### src/rtl/sdms_defs.vh
// Purpose: constants for the step/dir microstep sequencer
// Assumes: 50 MHz system clock
// Notes:   resolution code 0 = 256x (width 1) ... 8 = fullstep (width 256)
`ifndef SDMS_DEFS_VH
`define SDMS_DEFS_VH

// ----------------------------------------
// Table and counter
// ----------------------------------------
`define SDMS_TABLE_BITS      10
`define SDMS_TABLE_SIZE      1024
`define SDMS_MSCNT_RST       10'h000
`define SDMS_RES_BITS        4
`define SDMS_RES_FULL        4'h8
`define SDMS_RES_RST         4'h0
`define SDMS_FULL_FIRST      10'h080
`define SDMS_HALF_FIRST      10'h040
`define SDMS_QUARTER_FIRST   10'h020

// ----------------------------------------
// Interpolator timing
// ----------------------------------------
`define SDMS_PERIOD_BITS     20
`define SDMS_PERIOD_MAX      20'hfffff
`define SDMS_SUB_STEPS       256

`endif

### src/rtl/sdms_edge_sync.v
// Purpose: synchronise step and direction, detect active step edges
// Assumes: inputs treated as asynchronous to clk_sys; two flops guard metastability
// Notes:   first stage feeds only the second stage
`timescale 1ns/100ps
module sdms_edge_sync
(
	// Clock and reset
	input  wire clk_sys,
	input  wire sys_rst,
	// Pins and mode
	input  wire step_in,
	input  wire dir_in,
	input  wire double_edge,
	// Synchronised results
	output reg  dir_sync_r,
	output reg  step_evt_r
);

	reg step_s1_r;
	reg step_s2_r;
	reg step_s3_r;
	reg dir_s1_r;

	// ----------------------------------------
	// Two-flop synchronisers and edge history
	// ----------------------------------------
	// sample and synchronise
	always @(posedge clk_sys or posedge sys_rst)
	begin
		if (sys_rst)
		begin
			step_s1_r  <= 1'b0;
			step_s2_r  <= 1'b0;
			step_s3_r  <= 1'b0;
			dir_s1_r   <= 1'b0;
			dir_sync_r <= 1'b0;
		end
		else
		begin
			step_s1_r  <= step_in;
			step_s2_r  <= step_s1_r;
			step_s3_r  <= step_s2_r;
			dir_s1_r   <= dir_in;
			dir_sync_r <= dir_s1_r;
		end
	end

	// Active edge pulse, one cycle wide
	always @(posedge clk_sys or posedge sys_rst)
	begin
		if (sys_rst)
			step_evt_r <= 1'b0;
		else
		begin
			// edge selection
			if (double_edge)
				step_evt_r <= step_s2_r ^ step_s3_r;
			else
				step_evt_r <= step_s2_r & ~step_s3_r;
		end
	end

endmodule

### src/rtl/sdms_period_timer.v
// Purpose: measure step period, pace sub-steps, flag standstill
// Assumes: step_evt is a one-cycle pulse per active edge
// Notes:   interval = period / 256, floored to at least one cycle
`timescale 1ns/100ps
`include "sdms_defs.vh"
module sdms_period_timer
#(
	parameter PERIOD_BITS = `SDMS_PERIOD_BITS
)
(
	// Clock and reset
	input  wire                   clk_sys,
	input  wire                   sys_rst,
	// Step events
	input  wire                   step_evt,
	// Pacing and status
	output reg                    tick_r,
	output reg                    standstill_r
);

	reg [PERIOD_BITS-1:0] elapsed_r;
	reg [PERIOD_BITS-9:0] interval_r;
	reg [PERIOD_BITS-9:0] pace_r;
	wire                  at_limit;

	assign at_limit = &elapsed_r;

	// ----------------------------------------
	// Period measurement and standstill
	// ----------------------------------------
	// Counter saturates so a long pause cannot wrap into a short period
	always @(posedge clk_sys or posedge sys_rst)
	begin
		if (sys_rst)
		begin
			elapsed_r    <= {PERIOD_BITS{1'b0}};
			interval_r   <= {(PERIOD_BITS-8){1'b1}};
			standstill_r <= 1'b0;
		end
		else if (step_evt)
		begin
			// period split by 256
			elapsed_r    <= {PERIOD_BITS{1'b0}};
			interval_r   <= (elapsed_r[PERIOD_BITS-1:8] == {(PERIOD_BITS-8){1'b0}}) ?
				{{(PERIOD_BITS-9){1'b0}}, 1'b1} : elapsed_r[PERIOD_BITS-1:8];
			// edge clears standstill
			standstill_r <= 1'b0;
		end
		else
		begin
			if (!at_limit)
				elapsed_r <= elapsed_r + {{(PERIOD_BITS-1){1'b0}}, 1'b1};
			// timeout sets standstill
			if (at_limit)
				standstill_r <= 1'b1;
		end
	end

	// Sub-step pacing, restarted on every edge
	always @(posedge clk_sys or posedge sys_rst)
	begin
		if (sys_rst)
		begin
			pace_r <= {(PERIOD_BITS-8){1'b0}};
			tick_r <= 1'b0;
		end
		else if (step_evt)
		begin
			pace_r <= {(PERIOD_BITS-8){1'b0}};
			tick_r <= 1'b0;
		end
		else if (pace_r + {{(PERIOD_BITS-9){1'b0}}, 1'b1} >= interval_r)
		begin
			pace_r <= {(PERIOD_BITS-8){1'b0}};
			tick_r <= 1'b1;
		end
		else
		begin
			pace_r <= pace_r + {{(PERIOD_BITS-9){1'b0}}, 1'b1};
			tick_r <= 1'b0;
		end
	end

endmodule

### src/rtl/sdms_sequencer.v
// Function
// Double-edge set: both step edges active; otherwise rising only.
// Step and direction are synchronised before edge detection.
// Controller keeps step rate within half or quarter clock.
// 1024-entry table spans four full steps; counter indexes it.
// Active edge moves counter by width; up when dir low.
// Width is 1 at finest resolution up to 256 at fullstep.
// Coarser resolution snaps counter to nearest valid position.
// Fullstep visits 128, 384, 640, 896 only.
// Half step positions start at 64, spaced 128.
// Quarter step starts at 32, spaced 64; odd multiples of half width.
// Interpolation issues single-entry microsteps, 2 to 256 per edge.
// Interpolation only when enable bit set; else whole width at once.
// Previous period measured, split into up to 256 intervals.
// No edge within maximum period sets standstill.
// Standstill selects hold current scale instead of run.
// Next active edge clears standstill.
// New rate adopted after one period; unissued microsteps skipped.
// Controller avoids double-edge with interpolation unless duty 50%.
// Counter is ten bits and wraps modulo 1024.
// Resolution code 0..8 selects width 1..256.
//
// Purpose: step/dir front end and microstep counter of a stepper driver
// Assumes: single clock clk_sys at 50 MHz, async active-high reset
// Notes:   configuration bits are plain ports; outputs come from flops
`timescale 1ns/100ps
`include "sdms_defs.vh"
module sdms_sequencer
#(
	parameter TABLE_BITS  = `SDMS_TABLE_BITS,
	parameter PERIOD_BITS = `SDMS_PERIOD_BITS,
	parameter CUR_BITS    = 5
)
(
	// Clock and reset
	input  wire                   clk_sys,
	input  wire                   sys_rst,
	// Step and direction pins
	input  wire                   step_in,
	input  wire                   dir_in,
	// Chopper configuration bits
	input  wire                   double_edge,
	input  wire                   interp_en,
	input  wire [`SDMS_RES_BITS-1:0] resolution,
	// Current scales
	input  wire [CUR_BITS-1:0]    run_current_scale,
	input  wire [CUR_BITS-1:0]    hold_current_scale,
	// Status and position
	output reg  [TABLE_BITS-1:0]  mscnt_r,
	output reg                    standstill_r,
	output reg  [CUR_BITS-1:0]    current_scale_r,
	output reg                    microstep_r
);

	// ----------------------------------------
	// Interpolator states, one-hot
	// ----------------------------------------
	localparam [1:0] ST_IDLE = 2'b01;
	localparam [1:0] ST_RUN  = 2'b10;

	wire                  dir_sync;
	wire                  step_evt;
	wire                  tick;
	wire                  stand;
	reg  [1:0]            state_r;
	reg  [1:0]            state_nxt;
	reg  [8:0]            remain_r;
	reg  [8:0]            remain_nxt;
	reg                   run_dir_r;
	reg                   run_dir_nxt;
	reg  [TABLE_BITS-1:0] mscnt_nxt;
	reg  [`SDMS_RES_BITS-1:0] res_r;
	reg  [TABLE_BITS-1:0] width;
	reg  [TABLE_BITS-1:0] half_w;
	reg  [TABLE_BITS-1:0] mask;
	reg  [TABLE_BITS-1:0] snapped;
	reg                   coarser;
	reg  [`SDMS_RES_BITS-1:0] res_eff;

	// ----------------------------------------
	// Input front end and period timer
	// ----------------------------------------
	// synchronised step path
	sdms_edge_sync u_sync
	(
		.clk_sys     (clk_sys),
		.sys_rst     (sys_rst),
		.step_in     (step_in),
		.dir_in      (dir_in),
		.double_edge (double_edge),
		.dir_sync_r  (dir_sync),
		.step_evt_r  (step_evt)
	);

	sdms_period_timer #(.PERIOD_BITS(PERIOD_BITS)) u_timer
	(
		.clk_sys      (clk_sys),
		.sys_rst      (sys_rst),
		.step_evt     (step_evt),
		.tick_r       (tick),
		.standstill_r (stand)
	);

	// ----------------------------------------
	// Step width and snap position
	// ----------------------------------------
	// Codes above fullstep are clamped to fullstep
	always @*
	begin
		res_eff = (resolution > `SDMS_RES_FULL) ? `SDMS_RES_FULL : resolution;
		// width from resolution
		// code 0..8
		width   = {{(TABLE_BITS-1){1'b0}}, 1'b1} << res_eff;
		half_w  = width >> 1;
		mask    = ~(width - {{(TABLE_BITS-1){1'b0}}, 1'b1});
		// nearest valid position
		// odd multiple of half width
		// fullstep lands on 128 + k*256
		// half step lands on 64 + k*128
		snapped = (mscnt_r & mask) | half_w;
		coarser = (res_eff > res_r) && (res_eff != 4'h0);
	end

	// ----------------------------------------
	// Counter and interpolator next state
	// ----------------------------------------
	always @*
	begin
		state_nxt   = state_r;
		remain_nxt  = remain_r;
		run_dir_nxt = run_dir_r;
		mscnt_nxt   = mscnt_r;
		case (state_r)
			ST_IDLE:
			begin
				if (step_evt && interp_en)
				begin
					// first single-entry microstep now
					mscnt_nxt   = dir_sync ? mscnt_r - {{(TABLE_BITS-1){1'b0}}, 1'b1}
						: mscnt_r + {{(TABLE_BITS-1){1'b0}}, 1'b1};
					remain_nxt  = width[8:0] - 9'h001;
					run_dir_nxt = dir_sync;
					if (width[8:0] != 9'h001)
						state_nxt = ST_RUN;
				end
				else if (step_evt)
				begin
					// whole width at once
					// up when dir low
					// wraps modulo 1024
					mscnt_nxt = dir_sync ? mscnt_r - width : mscnt_r + width;
				end
				else if (coarser)
					mscnt_nxt = snapped;
			end
			ST_RUN:
			begin
				if (step_evt)
				begin
					// unissued microsteps skipped to target
					mscnt_nxt   = (run_dir_r ? mscnt_r - {1'b0, remain_r}
						: mscnt_r + {1'b0, remain_r});
					mscnt_nxt   = dir_sync ? mscnt_nxt - {{(TABLE_BITS-1){1'b0}}, 1'b1}
						: mscnt_nxt + {{(TABLE_BITS-1){1'b0}}, 1'b1};
					remain_nxt  = width[8:0] - 9'h001;
					run_dir_nxt = dir_sync;
					if (width[8:0] == 9'h001 || !interp_en)
					begin
						mscnt_nxt = dir_sync ? mscnt_nxt - (width - {{(TABLE_BITS-1){1'b0}}, 1'b1})
							: mscnt_nxt + (width - {{(TABLE_BITS-1){1'b0}}, 1'b1});
						state_nxt = ST_IDLE;
					end
				end
				else if (tick && !stand)
				begin
					// paced by measured interval
					mscnt_nxt  = run_dir_r ? mscnt_r - {{(TABLE_BITS-1){1'b0}}, 1'b1}
						: mscnt_r + {{(TABLE_BITS-1){1'b0}}, 1'b1};
					remain_nxt = remain_r - 9'h001;
					if (remain_r == 9'h001)
						state_nxt = ST_IDLE;
				end
				else if (stand)
				begin
					// Long pause: finish the step so position stays on grid
					mscnt_nxt = run_dir_r ? mscnt_r - {1'b0, remain_r}
						: mscnt_r + {1'b0, remain_r};
					remain_nxt = 9'h000;
					state_nxt  = ST_IDLE;
				end
			end
			default:
			begin
				state_nxt  = ST_IDLE;
				remain_nxt = 9'h000;
			end
		endcase
	end

	// ----------------------------------------
	// State registers
	// ----------------------------------------
	// counter indexes the 1024-entry table
	always @(posedge clk_sys or posedge sys_rst)
	begin
		if (sys_rst)
		begin
			state_r     <= ST_IDLE;
			remain_r    <= 9'h000;
			run_dir_r   <= 1'b0;
			mscnt_r     <= `SDMS_MSCNT_RST;
			res_r       <= `SDMS_RES_RST;
			microstep_r <= 1'b0;
		end
		else
		begin
			state_r     <= state_nxt;
			remain_r    <= remain_nxt;
			run_dir_r   <= run_dir_nxt;
			mscnt_r     <= mscnt_nxt;
			// Stored code moves only on idle cycles without a step edge;
			// updating it on a step or on the last sub-step would lose the snap
			if (state_r == ST_IDLE && !step_evt)
				res_r <= res_eff;
			microstep_r <= (mscnt_nxt != mscnt_r);
		end
	end

	// Status and current scale
	always @(posedge clk_sys or posedge sys_rst)
	begin
		if (sys_rst)
		begin
			standstill_r    <= 1'b0;
			current_scale_r <= {CUR_BITS{1'b0}};
		end
		else
		begin
			// standstill reported
			// cleared via timer on edge
			standstill_r    <= stand;
			// hold current in standstill
			current_scale_r <= stand ? hold_current_scale : run_current_scale;
		end
	end

endmodule

### config.mk
export PLATFORM = sky130hd
export DESIGN_NAME = sdms_sequencer
export DESIGN_NICKNAME = d
export VERILOG_FILES = /design/src/rtl/sdms_edge_sync.v /design/src/rtl/sdms_period_timer.v /design/src/rtl/sdms_sequencer.v
export VERILOG_INCLUDE_DIRS = /design/src /design/src/rtl
export SDC_FILE = /design/constraint.sdc
export NUM_CORES = 1
export LEC_CHECK = 0
export BUFFER_PORTS_ARGS = -buffer_cell sky130_fd_sc_hd__buf_2
export CORE_ASPECT_RATIO = 0.5
export CORE_MARGIN = 3
export CORE_UTILIZATION = 35
export DETAILED_ROUTE_END_ITERATION = 16
export GPL_ROUTABILITY_DRIVEN = 0
export PLACE_DENSITY_LB_ADDON = 0.12
export SYNTH_ARGS = -nofsm -noshare
export SYNTH_HDL_FRONTEND = slang
export SYNTH_SLANG_ARGS = --single-unit
### constraint.sdc
create_clock -name clk_sys -period 15.8 [get_ports clk_sys]
set_input_delay 1.58 -clock clk_sys [delete_from_list [all_inputs] [get_ports clk_sys]]
set_output_delay 1.58 -clock clk_sys [all_outputs]
set_load 0.005 [all_outputs]
==> flow_summary.yaml, run 1 <==
sta:
  setup_tns_ps: 0
  period_needed_ps: 6320
  post-route-period-util_pct: 40.0
  finalHoldViolations: 0
  fmax_mhz: 158
  rsz0062_at_grt: "false"
  worst_pin_slew_ps: 1120
  report.final.slew_viol_count: 0
  setup_viol: 0
  fin_skew_ps: 7.49
  slew_headroom_pct: 25.1
placed_design:
  port_buffers: 36
  detailed_place_hpwl_um: 19700
detailed_routing:
  viasPerCell: 5.94
  route.detailed.drc: 0
  num_vias: 7640
  drt-initial-drc-count: 747
  wl_per_cell_um: 20.7
  dr.pass1.iters: 8
  drt_wl_total_um: 26700
  drt.antenna.violating_nets: 0
critical_path:
  critPathArrivalTime_ps: 6570
  cp_max_fo: 22
  path_class: "in2reg"
  endpoint_kind: "flop"
  start_kind: "primary input"
  crit_required_ps: 16050
clock_network:
  clk_path_buf_depth: 2
  worst_skew_pair.late_latency_ps: 360
  tritoncts: "done"
  cts_buffers: 9
  numClockSinks: 85
  postCtsSetupBuffers: 0
  cts.reportedPaths.clkPinSlew_ps: 80
  cts_root_buf: "clkbuf_16"
  cts_hold_buf: 0
  h-tree-depth: 3
  cts.repair.resized: 0
cells_and_area:
  final_util_pct: 39.4
  nFillCells: 2284
  n_antenna_cell: 0
  regArea_um2: 2140
  area_growth_pct: 8.87
  drive_above_1_share_pct: 11.8
  multi_input_area_um2: 5390
  nets: 1070
synth:
  synthArstFlopShare_pct: 100
  synth_warnings: 0
  synthDistinctLibCells: 90
  synth_commonest_cells: "83 x nand2_1, 81 x nor2_1, 72 x dfrtp_1, 65 x a21oi_1, 64 x ha_1"
  post_synth.cell_area_avg_um2: 8.18
  synth_edf_count: 0
  ys.flop_type: "dfrtp_1"
  seq_area_frac_synth_pct: 26.9
  synth.area.top_cells: "dfrtp_1 23%, ha_1 10%, xnor2_1 5.2%"
  syn_inst: 974
  syn_nets: 1062
  synthMostInstantiatedCell: "nand2_1"
  synth.cell_area_um2: 7970
  synth_top_cell_by_area: "dfrtp_1"
  synth_seq_cells: 85
  yosysTopAreaCellShare_pct: 22.6
global_route:
  first_global_vias: 7318
  grtUsageTotal_pct: 22.2
  antenna_found_initial: 0
  grt_pass1_wl_um: 42500
  grt_max_degree: 64
  overflow: 0
floorplan:
  start_util_pct: 36.2
  core_um2: 22000
  chipWidth_um: 219
  std_cell_rows: 38
  dieArea_um2: 24700
  io_pins: 37
  die_h_um: 113
run_status:
  status: "completed"
worst_hold_path:
  hp-class: "reg2reg"
flow_run:
  max_cap_viol_count: 0
[kinds of logic (layout without fill, tap and decap cells)]
group	count (synthesis)	in the layout	synth area share (%)
buffers and inverters	106	119	5.51
DFF	85	85	26.9
adders and majority gates	69	69	11.2
xor gates and xnor gates	73	73	8.02
muxes	20	20	2.65
and+or+nand+nor	353	353	23.5
AOI/OAI and AO/OA	268	268	22.3
[worst max-delay path: stages]
cell and delay, ps:
buf_2 230, nor2_1 560, nand2_1 260, ha_1 310, mux2i_1 120, a22oi_1 530, mux2i_1 260, ha_1 410
or4_1 540, and3_1 230, a2111oi_0 590, and3b_1 310, o22a_2 160, o211ai_1 90, a2111o_1 400
[area by class of cell]
cell class                      instances  area share [%]
Clock buffer                            9            2.60
Sequential cell                        85            24.7
Inverter                               57            2.48
Tap cell                              300            4.33
Timing Repair Buffer                   46            2.94
Multi-Input combinational cell        783            62.1
Clock inverter                          7           0.851
[metal layers]
metal | vias to the layer above | track usage [%] | part of all wire, %
met2 | 291 | 32.9 | 43
li1 | 3597 | - | -
met1 | 3705 | 31.9 | 46
met4 | 0 | 6.60 | 2.4
met3 | 47 | 5.34 | 8.3
met5 | - | 0 | 0
[worst paths after layout]
kind,startpoint,endpoint,slack [ps],cells past startpoint
max,resolution[3],microstep_r,9480,15
min reg2reg,u_sync.dir_s1_r,u_sync.dir_sync_r,360,0
max reg2reg,mscnt_r[0],microstep_r,9600,20
min in group asynchronous,sys_rst,u_sync.step_s3_r,1200,2
min,u_sync.dir_s1_r,u_sync.dir_sync_r,360,0
max in group asynchronous,sys_rst,u_timer.pace_r[10],13430,3
[through the flow]
step	hold slack, ps	std cells	cell area, µm²	worst slack (ps)
finish	358	1287	8680	9480
global route	370	1287	8680	9280
CTS	362	1287	8680	9650
detailed placement	345	1271	8380	9260
global placement	332	1271	8380	9250
floorplan	331	974	7970	10320
[cells in the final DEF (no fill, tap or decap), types with 11 or more instances in the layout]
cell,count
nand2_1,83
nor2_1,81
dfrtp_1,71
a21oi_1,65
ha_1,64
o21ai_0,61
inv_1,54
xnor2_1,47
buf_2,36
nand3_1,30
nor3_1,26
xor2_1,26
and3_1,17
a31oi_1,16
a21o_1,16
nand4_1,14
nand2b_1,13
dfstp_2,13
nor4_1,12
mux2i_1,11
[state kept, by name, summed over array words and instances (netlist names)]
signal	flops
microstep_r	1
standstill_r	1
remain_r	9
u_timer.interval_r	12
u_timer.tick_r	1
state_r	2
u_timer.standstill_r	1
u_sync.dir_sync_r	1
u_sync.step_s2_r	1
u_sync.step_evt_r	1
res_r	4
mscnt_r	10
u_sync.step_s3_r	1
u_sync.step_s1_r	1
u_timer.pace_r	12
u_timer.elapsed_r	20
u_sync.dir_s1_r	1
run_dir_r	1
current_scale_r	5
Power of run 1 is left out: the tool's default activity adds up to more than one toggle a clock period on the data nets, which glitch-free logic cannot reach.
==> run 2: changes to the inputs <==
--- a/config.mk
+++ b/config.mk
@@ -6,6 +6,7 @@
 export SDC_FILE = /design/constraint.sdc
 export NUM_CORES = 1
 export LEC_CHECK = 0
+export ABC_AREA = 1
 export BUFFER_PORTS_ARGS = -buffer_cell sky130_fd_sc_hd__buf_2
 export CORE_ASPECT_RATIO = 0.5
 export CORE_MARGIN = 3
==> constraint.sdc (replaced) <==
create_clock -name clk_sys -period 5.65 [get_ports clk_sys]
set_input_delay 0.565 -clock clk_sys [delete_from_list [all_inputs] [get_ports clk_sys]]
set_output_delay 0.565 -clock clk_sys [all_outputs]
set_load 0.005 [all_outputs]
==> flow_summary.yaml, run 2 <==
synth:
  synthMostInstantiatedCell: "nand2_1"
  seq_area_frac_synth_pct: 26.6
  synth_warnings: 0
  post_synth.cell_area_avg_um2: 6.49
  ys.flop_type: "dfrtp_1"
  synth.cell_area_um2: 8060
  synth.area.top_cells: "dfrtp_1 22%, nand2_1 15%, ha_1 9.9%"
  syn_nets: 1329
  synth_edf_count: 0
  yosysTopAreaCellShare_pct: 22.4
  synth_top_cell_by_area: "dfrtp_1"
  synthDistinctLibCells: 51
  syn_inst: 1241
  synth_seq_cells: 85
  synth_commonest_cells: "324 x nand2_1, 187 x inv_1, 127 x nand3_1, 113 x nor2_1, 76 x o21ai_0"
  synthArstFlopShare_pct: 100
cells_and_area:
  final_cell_mix: "324 x nand2_1, 186 x inv_1, 127 x nand3_1"
  drive_above_1_share_pct: 8.99
  largest_register_ffs: 20
  n_antenna_cell: 0
  final_common_cell: "nand2_1"
  regMostFlops: "u_timer.elapsed_r"
  area_growth_pct: 10.4
  reg_top3: "u_timer.elapsed_r x20, u_timer.interval_r x12, u_timer.pace_r x12"
  nets: 1362
detailed_routing:
  num_vias: 8254
  drt-initial-drc-count: 899
  route.detailed.drc: 0
  drt.antenna.violating_nets: 0
  dr.pass1.iters: 6
  drt_wl_total_um: 26300
  wl_per_cell_um: 16.6
  viasPerCell: 5.23
clock_network:
  cts_root_buf: "clkbuf_16"
  cts.reportedPaths.clkPinSlew_ps: 70
  tritoncts: "done"
  worst_skew_pair.late_latency_ps: 350
  h-tree-depth: 3
  clk_path_buf_depth: 2
  cts_hold_buf: 0
  numClockSinks: 85
  cts_buffers: 9
sta:
  fin_skew_ps: 11.0
  post-route-period-util_pct: 89.7
  period_needed_ps: 5070
  worst_pin_slew_ps: 985
  setup_viol: 0
  slew_headroom_pct: 34.1
  fmax_mhz: 197
  finalHoldViolations: 0
  setup_tns_ps: 0
  holdWs_ps: 210
  report.final.slew_viol_count: 0
  rsz0062_at_grt: "false"
critical_path:
  crit_family: "simple AND/OR/NAND/NOR gates"
  crit_required_ps: 5940
  max_stage_delay_ps: 430
  slowest_stage: "dfrtp_1"
  path_class: "reg2reg"
  r2r_cells: 36
  endpoint_kind: "flop"
  cp_max_fo: 5
  crit_path_frequent_cell: "nand2_1"
  crit_buf_inv: 6
  path_depth: 36
  critPathArrivalTime_ps: 5360
  start_kind: "flop"
global_route:
  first_global_vias: 7831
  overflow: 0
  grtUsageTotal_pct: 21.6
  grt_max_degree: 54
  antenna_found_initial: 1
  grt_pass1_wl_um: 42200
flow_run:
  max_cap_viol_count: 0
run_status:
  status: "completed"
floorplan:
  die_h_um: 113
  core_um2: 22200
  chipWidth_um: 221
  std_cell_rows: 38
  io_pins: 37
  start_util_pct: 36.4
  dieArea_um2: 25000
placed_design:
  port_buffers: 36
  detailed_place_hpwl_um: 20500
worst_hold_path:
  hp-class: "in2async"
run 2: timing repair:
| action | CTS | global route |
|---|---|---|
| setup endpoints to repair | 0 | 1 |
| resized for setup | 0 | 1 |
| buffers inserted | 0 | 1 |
run 2: cell type report:
type | count | area [µm²]
Clock buffer | 10 | 239
Clock inverter | 6 | 43.8
Fill cell | 2381 | 13300
Inverter | 195 | 734
Multi-Input combinational cell | 930 | 5050
Sequential cell | 85 | 2140
Tap cell | 300 | 375
Timing Repair Buffer | 53 | 308
run 2: kinds of logic (layout without fill, tap and decap cells):
| family | Yosys count | after routing | share of synthesized area (%) |
|---|---|---|---|
| AOI/OAI and AO/OA | 193 | 193 | 13.7 |
| xor gates and xnor gates | 37 | 37 | 4.02 |
| adders and majority gates | 68 | 68 | 10.9 |
| buffers and inverters | 226 | 264 | 10.7 |
| DFF | 85 | 85 | 26.6 |
| and+or+nand+nor | 632 | 632 | 34.0 |
run 2: path summary, 6_finish.rpt:
kind                                      start                end  slack (ps)
worst min register to register  u_sync.dir_s1_r  u_sync.dir_sync_r         350
min in group clk_sys                     dir_in    u_sync.dir_s1_r         320
worst max register to register      remain_r[0]        microstep_r         580
worst min-delay path                    sys_rst  u_timer.pace_r[5]         210
max in group asynchronous               sys_rst          run_dir_r        4330
worst max-delay path                remain_r[0]        microstep_r         580
run 2: metal layers:
layer / GRT usage [%] / wire (µm) / vias up
li1: - / - / 4111
met1: 30.3 / 12300 / 3774
met2: 33.1 / 11200 / 317
met3: 5.39 / 2070 / 50
met4: 6.34 / 644 / 2
met5: 0 / 12 / -
run 2: stage by stage:
stage	util, %	instance area, µm²	worst slack, ps	cells
after floorplan	-	8060	1190	1241
after global placement	38.8	8610	583	1562
after detailed placement	38.8	8610	587	1562
after CTS	40.1	8890	570	1578
after global routing	40.2	8900	21.0	1579
final	40.2	8900	582	1579
run 2: worst register-to-register path: cells and delay by family, from the launching register on:
kind,cells,cell delay [ps]
AND/OR/NAND/NOR,18,1660
adder cells (fa/ha/maj),4,1200
AO/OA/AOI/OAI,7,1080
flip-flops,1,430
buffers and inverters,6,400
XOR/XNOR,1,230
Power of run 2 is left out for the same reason.
